`src/hdl/pfs_pkg.sv`:
```
package pfs_pkg;

  // Register byte offsets
  localparam logic [7:0] PFS_CTRL_OFS = 8'h00;
  localparam logic [7:0] PFS_FLOOR_OFS = 8'h04;
  localparam logic [7:0] PFS_CEIL_OFS = 8'h08;
  localparam logic [7:0] PFS_INIT_RAMP_OFS = 8'h0c;
  localparam logic [7:0] PFS_FILL_RATE_OFS = 8'h10;
  localparam logic [7:0] PFS_FILLED_SP_OFS = 8'h14;
  localparam logic [7:0] PFS_FB_MIN_OFS = 8'h18;
  localparam logic [7:0] PFS_REF_MAX_OFS = 8'h1c;
  localparam logic [7:0] PFS_SP1_OFS = 8'h20;
  localparam logic [7:0] PFS_SP2_OFS = 8'h24;
  localparam logic [7:0] PFS_MIN_FREQ_OFS = 8'h28;
  localparam logic [7:0] PFS_PID_FREQ_OFS = 8'h2c;
  localparam logic [7:0] PFS_STATUS_OFS = 8'h30;
  localparam logic [7:0] PFS_IRQ_STAT_OFS = 8'h34;
  localparam logic [7:0] PFS_IRQ_MASK_OFS = 8'h38;
  localparam logic [7:0] PFS_NORM_RAMP_OFS = 8'h3c;

  // Control register fields
  localparam int PFS_CTRL_CLOSED = 0;
  localparam int PFS_CTRL_NORMAL = 1;
  localparam int PFS_CTRL_SP2 = 2;
  localparam int PFS_CTRL_UND_SIG = 4;
  localparam int PFS_CTRL_UND_REL = 5;
  localparam int PFS_CTRL_OVR_SIG = 6;
  localparam int PFS_CTRL_OVR_REL = 7;
  localparam int PFS_CTRL_W = 8;

  // Interrupt status bits
  localparam int PFS_IRQ_UNDER = 0;
  localparam int PFS_IRQ_OVER = 1;
  localparam int PFS_IRQ_FILLED = 2;
  localparam int PFS_IRQ_W = 3;

  // Value limits, thousandths of a process unit (initial ramp limit excepted), and scale factors
  localparam logic signed [31:0] PFS_LIM_MIN = -32'sd999999999;
  localparam logic signed [31:0] PFS_LIM_MAX = 32'sd999999999;
  localparam logic [31:0] PFS_RATE_MAX = 32'd999999999;
  localparam logic [11:0] PFS_INIT_RAMP_MAX = 12'd3600;
  localparam logic [31:0] PFS_MILLI = 32'd1000;
  localparam logic signed [31:0] PFS_CENTI_TO_MILLI = 32'sd10;

  // Reset values
  localparam logic signed [31:0] PFS_REF_MAX_RST = 32'sd100000;
  localparam logic [11:0] PFS_NORM_RAMP_RST = 12'd100;

  // Timing
  localparam int PFS_CLK_MHZ = 100;
  localparam int PFS_FLASH_MS = 250;
  localparam int PFS_TICK_MS = 1;
  localparam int PFS_FLASH_CYC = PFS_FLASH_MS * 1000 * PFS_CLK_MHZ;
  localparam int PFS_TICK_CYC = PFS_TICK_MS * 1000 * PFS_CLK_MHZ;

  typedef enum logic [2:0] {
    PFS_IDLE, PFS_WAIT_MIN, PFS_WAIT_PID, PFS_FILL, PFS_NORMAL
  } pfs_state_t;

endpackage

```
`src/hdl/pfs_supervisor.sv`:
```
// Our own choices: the register addresses and the AXI4-Lite interface to the registers.
`timescale 1ns/1ps
module pfs_supervisor
  import pfs_pkg::*;
#(
  parameter int FLASH_CYC = PFS_FLASH_CYC,
  parameter int TICK_CYC = PFS_TICK_CYC
) (
  input wire logic clk_i,
  input wire logic rst_i,
  input wire logic [31:0] s_axi_awaddr_i,
  input wire logic s_axi_awvalid_i,
  output logic s_axi_awready_o,
  input wire logic [31:0] s_axi_wdata_i,
  input wire logic [3:0] s_axi_wstrb_i,
  input wire logic s_axi_wvalid_i,
  output logic s_axi_wready_o,
  output logic [1:0] s_axi_bresp_o,
  output logic s_axi_bvalid_o,
  input wire logic s_axi_bready_i,
  input wire logic [31:0] s_axi_araddr_i,
  input wire logic s_axi_arvalid_i,
  output logic s_axi_arready_o,
  output logic [31:0] s_axi_rdata_o,
  output logic [1:0] s_axi_rresp_o,
  output logic s_axi_rvalid_o,
  input wire logic s_axi_rready_i,
  input wire logic run_cmd_i,
  input wire logic at_reference_i,
  input wire logic [15:0] out_freq_i,
  input wire logic signed [31:0] feedback_i,
  output logic feedback_under_alarm_o,
  output logic feedback_over_alarm_o,
  output logic under_signal_o,
  output logic under_relay_o,
  output logic over_signal_o,
  output logic over_relay_o,
  output logic [11:0] ramp_time_o,
  output logic init_ramp_active_o,
  output logic init_ramp_off_o,
  output logic fill_active_o,
  output logic pid_enable_o,
  output logic signed [31:0] setpoint_o,
  output logic irq_o
);

  localparam logic [1:0] RESP_OK = 2'b00;
  localparam logic [1:0] RESP_ERR = 2'b10;

  function automatic logic signed [31:0] clamp(input logic signed [31:0] v,
                                               input logic signed [31:0] lo,
                                               input logic signed [31:0] hi);
    clamp = (v < lo) ? lo : ((v > hi) ? hi : v);
  endfunction

  function automatic logic [31:0] merge(input logic [31:0] old,
                                        input logic [31:0] nw,
                                        input logic [3:0] strb);
    for (int i = 0; i < 4; i++) begin
      old[i*8 +: 8] = strb[i] ? nw[i*8 +: 8] : old[i*8 +: 8];
    end
    merge = old;
  endfunction

  function automatic logic mapped(input logic [7:0] a);
    mapped = (a[1:0] == 2'b00) && (a <= PFS_NORM_RAMP_OFS);
  endfunction

  // Registers
  logic [PFS_CTRL_W-1:0] ctrl_q;
  logic signed [31:0] floor_q;
  logic signed [31:0] ceil_q;
  logic [11:0] init_ramp_q;
  logic [11:0] norm_ramp_q;
  logic [31:0] fill_rate_q;
  logic signed [31:0] filled_sp_q;
  logic signed [31:0] fb_min_q;
  logic signed [31:0] ref_max_q;
  logic signed [31:0] sp1_q;
  logic signed [31:0] sp2_q;
  logic [15:0] min_freq_q;
  logic [15:0] pid_freq_q;
  logic [PFS_IRQ_W-1:0] irq_stat_q;
  logic [PFS_IRQ_W-1:0] irq_mask_q;

  // Bus slave state
  logic aw_hold_q;
  logic w_hold_q;
  logic [7:0] awaddr_q;
  logic [31:0] wdata_q;
  logic [3:0] wstrb_q;
  wire aw_take = s_axi_awvalid_i & s_axi_awready_o;
  wire w_take = s_axi_wvalid_i & s_axi_wready_o;
  wire wr_do = aw_hold_q & w_hold_q & ~s_axi_bvalid_o;
  wire aw_hold_d = (aw_hold_q & ~wr_do) | aw_take;
  wire w_hold_d = (w_hold_q & ~wr_do) | w_take;
  wire rd_take = s_axi_arvalid_i & s_axi_arready_o;
  wire rvalid_d = (s_axi_rvalid_o & ~s_axi_rready_i) | rd_take;
  wire [7:0] rd_addr = s_axi_araddr_i[7:0];
  wire rd_ok = mapped(rd_addr) && (s_axi_araddr_i[31:8] == 24'h000000);
  wire wr_ok = mapped(awaddr_q);

  function automatic logic wr_hit(input logic [7:0] ofs, input logic [7:0] a, input logic go);
    wr_hit = go && (a == ofs);
  endfunction

  wire [31:0] wr_word = wdata_q;

  // State and event signals
  pfs_state_t state_q;
  pfs_state_t state_d;
  logic [31:0] flash_cnt_q;
  logic flash_q;
  logic [31:0] tick_cnt_q;
  logic tick_q;
  logic [31:0] frac_q;
  logic signed [31:0] fill_sp_q;
  logic fill_up_q;
  logic under_q;
  logic over_q;

  wire at_min = out_freq_i >= min_freq_q;
  wire at_pid = out_freq_i >= pid_freq_q;
  wire fill_allowed = ctrl_q[PFS_CTRL_CLOSED] && ctrl_q[PFS_CTRL_NORMAL] &&
                      (fill_rate_q != 32'h00000000);
  wire supervise = run_cmd_i & at_reference_i;
  wire under_raw = supervise && (feedback_i < floor_q);
  wire over_raw = supervise && (feedback_i > ceil_q);
  wire signed [31:0] filled_milli = filled_sp_q * PFS_CENTI_TO_MILLI;
  wire signed [31:0] fill_target = clamp(filled_milli, fb_min_q, ref_max_q);
  wire filled = fill_up_q ? (feedback_i >= fill_target) :
                            (feedback_i <= fill_target);
  wire signed [31:0] oper_sp = ctrl_q[PFS_CTRL_SP2] ? sp2_q : sp1_q;
  wire [31:0] frac_sum = frac_q + fill_rate_q;
  wire signed [31:0] step = $signed(frac_sum / PFS_MILLI);
  wire [31:0] frac_next = frac_sum % PFS_MILLI;
  wire signed [31:0] sp_up = clamp(fill_sp_q + step, PFS_LIM_MIN, fill_target);
  wire signed [31:0] sp_dn = clamp(fill_sp_q - step, fill_target, PFS_LIM_MAX);
  wire fill_done_evt = (state_q == PFS_FILL) && filled;
  wire [PFS_IRQ_W-1:0] irq_evt = {fill_done_evt, over_raw & ~over_q, under_raw & ~under_q};
  wire [PFS_IRQ_W-1:0] irq_clr = wr_hit(PFS_IRQ_STAT_OFS, awaddr_q, wr_do) ?
                                 wdata_q[PFS_IRQ_W-1:0] : '0;
  wire init_ramp_on = (init_ramp_q != 12'h000) && run_cmd_i && !at_min;

  // Fill sequence
  always_comb begin
    state_d = state_q;
    case (state_q)
      PFS_IDLE: if (run_cmd_i && fill_allowed) state_d = PFS_WAIT_MIN;
      PFS_WAIT_MIN: if (at_min) state_d = PFS_WAIT_PID;
      PFS_WAIT_PID: if (at_pid) state_d = PFS_FILL;
      PFS_FILL: if (filled) state_d = PFS_NORMAL;
      PFS_NORMAL: state_d = PFS_NORMAL;
      default: state_d = PFS_IDLE;
    endcase
    if (!run_cmd_i) begin
      state_d = PFS_IDLE;
    end
  end

  always_ff @(posedge clk_i) begin
    if (rst_i) begin
      state_q <= PFS_IDLE;
      fill_sp_q <= '0;
      frac_q <= '0;
      fill_up_q <= 1'b1;
    end else begin
      state_q <= state_d;
      if (state_q == PFS_WAIT_MIN && at_min) begin
        fill_sp_q <= feedback_i;
        fill_up_q <= feedback_i <= fill_target;
        frac_q <= '0;
      end else if (state_q == PFS_FILL && tick_q) begin
        fill_sp_q <= fill_up_q ? sp_up : sp_dn;
        frac_q <= frac_next;
      end
    end
  end

  // Flash and millisecond tick dividers
  always_ff @(posedge clk_i) begin
    if (rst_i) begin
      flash_cnt_q <= '0;
      flash_q <= 1'b0;
      tick_cnt_q <= '0;
      tick_q <= 1'b0;
    end else begin
      flash_cnt_q <= (flash_cnt_q == 32'(FLASH_CYC - 1)) ? '0 : flash_cnt_q + 32'd1;
      if (flash_cnt_q == 32'(FLASH_CYC - 1)) begin
        flash_q <= ~flash_q;
      end
      tick_cnt_q <= (tick_cnt_q == 32'(TICK_CYC - 1)) ? '0 : tick_cnt_q + 32'd1;
      tick_q <= tick_cnt_q == 32'(TICK_CYC - 1);
    end
  end

  // Warning and drive outputs
  always_ff @(posedge clk_i) begin
    if (rst_i) begin
      under_q <= 1'b0;
      over_q <= 1'b0;
      feedback_under_alarm_o <= 1'b0;
      feedback_over_alarm_o <= 1'b0;
      under_signal_o <= 1'b0;
      under_relay_o <= 1'b0;
      over_signal_o <= 1'b0;
      over_relay_o <= 1'b0;
      ramp_time_o <= PFS_NORM_RAMP_RST;
      init_ramp_active_o <= 1'b0;
      init_ramp_off_o <= 1'b1;
      fill_active_o <= 1'b0;
      pid_enable_o <= 1'b0;
      setpoint_o <= '0;
      irq_o <= 1'b0;
    end else begin
      under_q <= under_raw;
      over_q <= over_raw;
      feedback_under_alarm_o <= under_raw & flash_q;
      feedback_over_alarm_o <= over_raw & flash_q;
      under_signal_o <= under_raw & ctrl_q[PFS_CTRL_UND_SIG];
      under_relay_o <= under_raw & ctrl_q[PFS_CTRL_UND_REL];
      over_signal_o <= over_raw & ctrl_q[PFS_CTRL_OVR_SIG];
      over_relay_o <= over_raw & ctrl_q[PFS_CTRL_OVR_REL];
      ramp_time_o <= init_ramp_on ? init_ramp_q : norm_ramp_q;
      init_ramp_active_o <= init_ramp_on;
      init_ramp_off_o <= init_ramp_q == 12'h000;
      fill_active_o <= state_q == PFS_FILL;
      pid_enable_o <= run_cmd_i && ctrl_q[PFS_CTRL_CLOSED] &&
                      (state_q == PFS_FILL || state_q == PFS_NORMAL || !fill_allowed);
      setpoint_o <= (state_q == PFS_FILL) ? fill_sp_q : oper_sp;
      irq_o <= |(irq_stat_q & irq_mask_q);
    end
  end

  // Bus write side
  always_ff @(posedge clk_i) begin
    if (rst_i) begin
      aw_hold_q <= 1'b0;
      w_hold_q <= 1'b0;
      awaddr_q <= '0;
      wdata_q <= '0;
      wstrb_q <= '0;
      s_axi_awready_o <= 1'b0;
      s_axi_wready_o <= 1'b0;
      s_axi_bvalid_o <= 1'b0;
      s_axi_bresp_o <= RESP_OK;
    end else begin
      aw_hold_q <= aw_hold_d;
      w_hold_q <= w_hold_d;
      s_axi_awready_o <= ~aw_hold_d;
      s_axi_wready_o <= ~w_hold_d;
      if (aw_take) begin
        awaddr_q <= (s_axi_awaddr_i[31:8] == 24'h000000) ? s_axi_awaddr_i[7:0] : 8'hff;
      end
      if (w_take) begin
        wdata_q <= s_axi_wdata_i;
        wstrb_q <= s_axi_wstrb_i;
      end
      if (wr_do) begin
        s_axi_bvalid_o <= 1'b1;
        s_axi_bresp_o <= wr_ok ? RESP_OK : RESP_ERR;
      end else if (s_axi_bready_i) begin
        s_axi_bvalid_o <= 1'b0;
      end
    end
  end

  // Register file, byte lanes merged before any clamp
  wire [31:0] m_ctrl = merge({24'h000000, ctrl_q}, wr_word, wstrb_q);
  wire [31:0] m_floor = merge(floor_q, wr_word, wstrb_q);
  wire [31:0] m_ceil = merge(ceil_q, wr_word, wstrb_q);
  wire [31:0] m_init = merge({20'h00000, init_ramp_q}, wr_word, wstrb_q);
  wire [31:0] m_norm = merge({20'h00000, norm_ramp_q}, wr_word, wstrb_q);
  wire [31:0] m_rate = merge(fill_rate_q, wr_word, wstrb_q);
  wire [31:0] m_minf = merge({16'h0000, min_freq_q}, wr_word, wstrb_q);
  wire [31:0] m_pidf = merge({16'h0000, pid_freq_q}, wr_word, wstrb_q);
  wire [31:0] m_mask = merge({29'h00000000, irq_mask_q}, wr_word, wstrb_q);

  always_ff @(posedge clk_i) begin
    if (rst_i) begin
      ctrl_q <= '0;
      floor_q <= PFS_LIM_MIN;
      ceil_q <= PFS_LIM_MAX;
      init_ramp_q <= '0;
      norm_ramp_q <= PFS_NORM_RAMP_RST;
      fill_rate_q <= '0;
      filled_sp_q <= '0;
      fb_min_q <= '0;
      ref_max_q <= PFS_REF_MAX_RST;
      sp1_q <= '0;
      sp2_q <= '0;
      min_freq_q <= '0;
      pid_freq_q <= '0;
      irq_mask_q <= '0;
      irq_stat_q <= '0;
    end else begin
      irq_stat_q <= (irq_stat_q & ~irq_clr) | irq_evt;
      if (wr_hit(PFS_CTRL_OFS, awaddr_q, wr_do))
        ctrl_q <= m_ctrl[PFS_CTRL_W-1:0];
      if (wr_hit(PFS_FLOOR_OFS, awaddr_q, wr_do))
        floor_q <= clamp($signed(m_floor), PFS_LIM_MIN, ceil_q);
      if (wr_hit(PFS_CEIL_OFS, awaddr_q, wr_do))
        ceil_q <= clamp($signed(m_ceil), floor_q, PFS_LIM_MAX);
      if (wr_hit(PFS_INIT_RAMP_OFS, awaddr_q, wr_do))
        init_ramp_q <= (m_init > 32'(PFS_INIT_RAMP_MAX)) ? PFS_INIT_RAMP_MAX : m_init[11:0];
      if (wr_hit(PFS_NORM_RAMP_OFS, awaddr_q, wr_do))
        norm_ramp_q <= m_norm[11:0];
      if (wr_hit(PFS_FILL_RATE_OFS, awaddr_q, wr_do))
        fill_rate_q <= (m_rate > PFS_RATE_MAX) ? PFS_RATE_MAX : m_rate;
      if (wr_hit(PFS_FILLED_SP_OFS, awaddr_q, wr_do))
        filled_sp_q <= merge(filled_sp_q, wr_word, wstrb_q);
      if (wr_hit(PFS_FB_MIN_OFS, awaddr_q, wr_do))
        fb_min_q <= merge(fb_min_q, wr_word, wstrb_q);
      if (wr_hit(PFS_REF_MAX_OFS, awaddr_q, wr_do))
        ref_max_q <= merge(ref_max_q, wr_word, wstrb_q);
      if (wr_hit(PFS_SP1_OFS, awaddr_q, wr_do))
        sp1_q <= merge(sp1_q, wr_word, wstrb_q);
      if (wr_hit(PFS_SP2_OFS, awaddr_q, wr_do))
        sp2_q <= merge(sp2_q, wr_word, wstrb_q);
      if (wr_hit(PFS_MIN_FREQ_OFS, awaddr_q, wr_do))
        min_freq_q <= m_minf[15:0];
      if (wr_hit(PFS_PID_FREQ_OFS, awaddr_q, wr_do))
        pid_freq_q <= m_pidf[15:0];
      if (wr_hit(PFS_IRQ_MASK_OFS, awaddr_q, wr_do))
        irq_mask_q <= m_mask[PFS_IRQ_W-1:0];
    end
  end

  // Bus read side
  wire [31:0] status_word = {24'h000000, under_q, over_q, fill_allowed,
                             init_ramp_on, 1'b0, state_q};
  logic [31:0] rd_word;
  always_comb begin
    case (rd_addr)
      PFS_CTRL_OFS: rd_word = {24'h000000, ctrl_q};
      PFS_FLOOR_OFS: rd_word = floor_q;
      PFS_CEIL_OFS: rd_word = ceil_q;
      PFS_INIT_RAMP_OFS: rd_word = {20'h00000, init_ramp_q};
      PFS_FILL_RATE_OFS: rd_word = fill_rate_q;
      PFS_FILLED_SP_OFS: rd_word = filled_sp_q;
      PFS_FB_MIN_OFS: rd_word = fb_min_q;
      PFS_REF_MAX_OFS: rd_word = ref_max_q;
      PFS_SP1_OFS: rd_word = sp1_q;
      PFS_SP2_OFS: rd_word = sp2_q;
      PFS_MIN_FREQ_OFS: rd_word = {16'h0000, min_freq_q};
      PFS_PID_FREQ_OFS: rd_word = {16'h0000, pid_freq_q};
      PFS_STATUS_OFS: rd_word = status_word;
      PFS_IRQ_STAT_OFS: rd_word = {29'h00000000, irq_stat_q};
      PFS_IRQ_MASK_OFS: rd_word = {29'h00000000, irq_mask_q};
      PFS_NORM_RAMP_OFS: rd_word = {20'h00000, norm_ramp_q};
      default: rd_word = 32'h00000000;
    endcase
  end

  always_ff @(posedge clk_i) begin
    if (rst_i) begin
      s_axi_arready_o <= 1'b0;
      s_axi_rvalid_o <= 1'b0;
      s_axi_rdata_o <= '0;
      s_axi_rresp_o <= RESP_OK;
    end else begin
      s_axi_arready_o <= ~rvalid_d;
      s_axi_rvalid_o <= rvalid_d;
      if (rd_take) begin
        s_axi_rdata_o <= rd_ok ? rd_word : 32'h00000000;
        s_axi_rresp_o <= rd_ok ? RESP_OK : RESP_ERR;
      end
    end
  end

endmodule

```
`config.mk`:
```
export PLATFORM = sky130hd
export DESIGN_NAME = pfs_supervisor
export DESIGN_NICKNAME = d
export VERILOG_FILES = /design/src/hdl/pfs_pkg.sv /design/src/hdl/pfs_supervisor.sv
export SDC_FILE = /design/constraint.sdc
export NUM_CORES = 2
export LEC_CHECK = 0
export ABC_AREA = 1
export BUFFER_PORTS_ARGS = -buffer_cell sky130_fd_sc_hd__buf_2
export CORE_ASPECT_RATIO = 1.4
export CORE_UTILIZATION = 35
export DETAILED_ROUTE_END_ITERATION = 8
export HOLD_SLACK_MARGIN = 0.1
export PLACE_DENSITY_LB_ADDON = 0.08
export SETUP_SLACK_MARGIN = 0.15
export SLEW_MARGIN = 20
export SYNTH_ARGS = -nofsm -noshare
export SYNTH_HDL_FRONTEND = slang
export SYNTH_SLANG_ARGS = --single-unit
```
`constraint.sdc`:
```
create_clock -name clk_i -period 25 [get_ports clk_i]
set_input_delay 3.75 -clock clk_i [delete_from_list [all_inputs] [get_ports clk_i]]
set_output_delay 3.75 -clock clk_i [all_outputs]
set_load 0.05 [all_outputs]
```
==> out/results.tsv <==
metric	value	unit
met3 global-route usage	0.0403	
Setup Crit Path Kind	reg -> reg	
Post-synth ARST share	0	
RSZ-0062 raised after global routing	false	
number of remaining DRC errors	0	
Warnings, synthesis	0	
GRT met1 Usage	0.346	
Fin Setup TNS	0	ps
die height	436	um
Most Crowded Layer GR	met2	
port bufs	250	
I/O pin count	253	
total die area	136000	um^2
Yosys reg bits	602	
final hold vios	0	
Post-synth EDFFs	0	
Max Buffers Root-to-Sink	3	
Net Sw Frac	0.346	
number of global-route vias before repair	47229	
initial antenna violation count	17	
HPWL Detailed	172	mm
largest net degree at the start of global routing	94	
Internal	1.82	mW
Starting Density	0.354	
H-Tree Depth	3	
max-slew violations	0	
max cap viols	0	
outcome	completed	
clock sinks	602	
die width	312	um
total number of vias	48355	
Fmax	45.4	MHz
filler cell count	14352	
Final Net Count	7599	
RePlAce Congestion	0.990	
Final WS setup	3000	ps
leakage	24.2	nW
Rel. slew slack	0.161	
Worst Path Required	25550	ps
period utilization	0.880	
power share of the clock group	0.411	
Slew @ Worst Pin	1250	ps
pre-CTS WS	3120	ps
Sequential Power Share	0.353	
Clock Root Buffer	clkbuf_16	
first-pass GRT wire length	311	mm
CTS tree	yes	
Crit. End Element	flip-flop	
PwrDens	52.7	nW/um^2
ANT nets after route	0	
prevailing post-synth register cell	dfxtp_1	
Worst setup SP type	flip-flop	
CTS Hold Buffers Added	0	
post-synthesis sequential area ratio	0.256	
Worst-path clk slew	60	ps
Tmin final	22000	ps
HP Class	reg -> reg	
Mean Syn Cell Area	6.90	um^2
drt first pass iters	6	
Area Growth Syn to Fin	12.6	%
Clk Latency, worst-skew pair	690	ps
GRT Residual Overflow	0	
# rows	158	
slowest cell delay on critical path	550	ps
post-CTS resize count	0	
total wire length	214	mm
met2 Track Usage GR	0.543	
Synth Instances	6809	
Hold Slack	447	ps
Setup Skew	26.7	ps
library cells used by synthesis	87	
CTS Buf Count	71	
wire length per cell	24.2	um
Iteration-0 DRC Markers	3439	
Final Util	0.398	
layout cells sized above 1	0.138	
Worst Path Max Fanout	27	
Max VDD drop	0.0657	mV
via/cell ratio	5.49	
Synth Cell Area	47000	um^2
Arr. time, crit path	22550	ps
buffer count from post-CTS setup fixing	0	
Global Route Usage Sum	0.307	
Crit path top cell by count	nand2_2	
CP max stage cell	o31ai_1	
P_sw	965	uW
core area	133000	um^2
Final Setup Violations	0	
Comb power frac	0.236	
-- state kept, by name (all words and copies together) (netlist names), 12 cells and up --
signal / flops
sp1_q: 32
flash_cnt_q: 32
pid_freq_q: 16
tick_cnt_q: 32
sp2_q: 32
floor_q: 32
min_freq_q: 16
fb_min_q: 32
frac_q: 32
filled_sp_q: 32
norm_ramp_q: 12
s_axi_rdata_o: 32
ramp_time_o: 12
ref_max_q: 32
init_ramp_q: 12
ceil_q: 32
fill_rate_q: 32
setpoint_o: 32
wdata_q: 32
fill_sp_q: 32
-- layout by cell type (no fill, tap or decap), types with 50 or more instances in the layout --
master,netlist,final
o21ai_0,569,567
dfxtp_1,602,601
nand2_1,1093,1091
ha_1,451,451
clkbuf_16,0,72
nor4_1,57,56
xor2_1,120,120
a31oi_1,54,54
inv_2,55,55
buf_4,2,100
o22ai_1,96,96
buf_2,1,249
inv_1,877,876
o211ai_1,97,97
nor2_1,440,434
nand2_2,162,164
nand4_1,84,84
nor3_1,83,79
nand2_4,59,59
a21oi_1,759,759
o221ai_1,50,50
nand3_1,296,295
-- power groups by stage --
stage	logic, mW	registers (mW)	clock network [mW]
2_1_floorplan	0.420	0.997	0
3_3_place_gp	0.645	1.00	0
3_5_place_dp	0.647	1.00	0
4_1_cts	0.652	0.981	1.17
5_1_grt	0.725	0.982	1.20
6_report	0.658	0.982	1.15
-- area by class of cell --
class,instances,area (um^2),share of cell area
Antenna cell,9,22.5,0.000426
Clock buffer,103,2130,0.0402
Clock inverter,29,377,0.00712
Inverter,964,3670,0.0693
Multi-Input combinational cell,4997,30400,0.575
Sequential cell,602,12100,0.228
Tap cell,1760,2200,0.0416
Timing Repair Buffer,351,2030,0.0384
-- worst max-delay path: cells and delay by family (launching register included) --
family,cells,cell delay [ps]
AO/OA/AOI/OAI,22,4620
XOR/XNOR,2,580
adder cells (fa/ha/maj),5,1740
buffers and inverters,17,1680
flip-flops,1,450
AND/OR/NAND/NOR,116,12750
-- per-layer routing --
| layer | wire (um) | up-vias |
|---|---|---|
| met5 | 57 | - |
| met4 | 14900 | 10 |
| met3 | 10600 | 502 |
| met2 | 104000 | 1532 |
| met1 | 83800 | 22631 |
| li1 | - | 23680 |
-- cells in the mapped netlist, drive strengths merged, types with 57 or more instances --
master	n	area, um^2
nand2	1320	5900
inv	940	3550
a21oi	779	4000
o21ai	624	3200
dfxtp	602	12100
nor2	499	2150
ha	451	5640
nand3	345	2030
clkbuf	239	937
xor2	122	1090
o211ai	100	766
o22ai	96	601
nand4	87	563
nor3	86	445
nor4	57	357
-- cells by family (layout without fill, tap and decap cells) --
group | Yosys count | count (layout) | share of synthesized area
other | 1 | 11 | 0.0000798
adders and majority gates | 455 | 455 | 0.122
muxes | 1 | 1 | 0.000213
AOI/OAI and AO/OA | 1951 | 1951 | 0.243
buffers and inverters | 1211 | 1447 | 0.0987
xor gates and xnor gates | 151 | 151 | 0.0287
and+or+nand+nor | 2437 | 2437 | 0.251
DFF | 602 | 602 | 0.256
-- worst paths after layout --
path             startpoint             to  slack [ps]  depth (start not counted)
max          fill_rate_q[0]   fill_sp_q[5]        3000                        162
min           tick_cnt_q[0]  tick_cnt_q[0]         450                          1
max reg2reg  fill_rate_q[0]   fill_sp_q[5]        3000                        162
min reg2reg   tick_cnt_q[0]  tick_cnt_q[0]         450                          1
-- stage by stage --
stage	power [mW]	cell area, um^2	cells
after global routing	2.91	52900	8810
after global placement	1.65	50300	8674
after CTS	2.80	52900	8806
final	2.79	52900	8815
after detailed placement	1.65	50300	8674
after floorplan	1.42	47000	6810
Power figures use the tool's default switching activity.
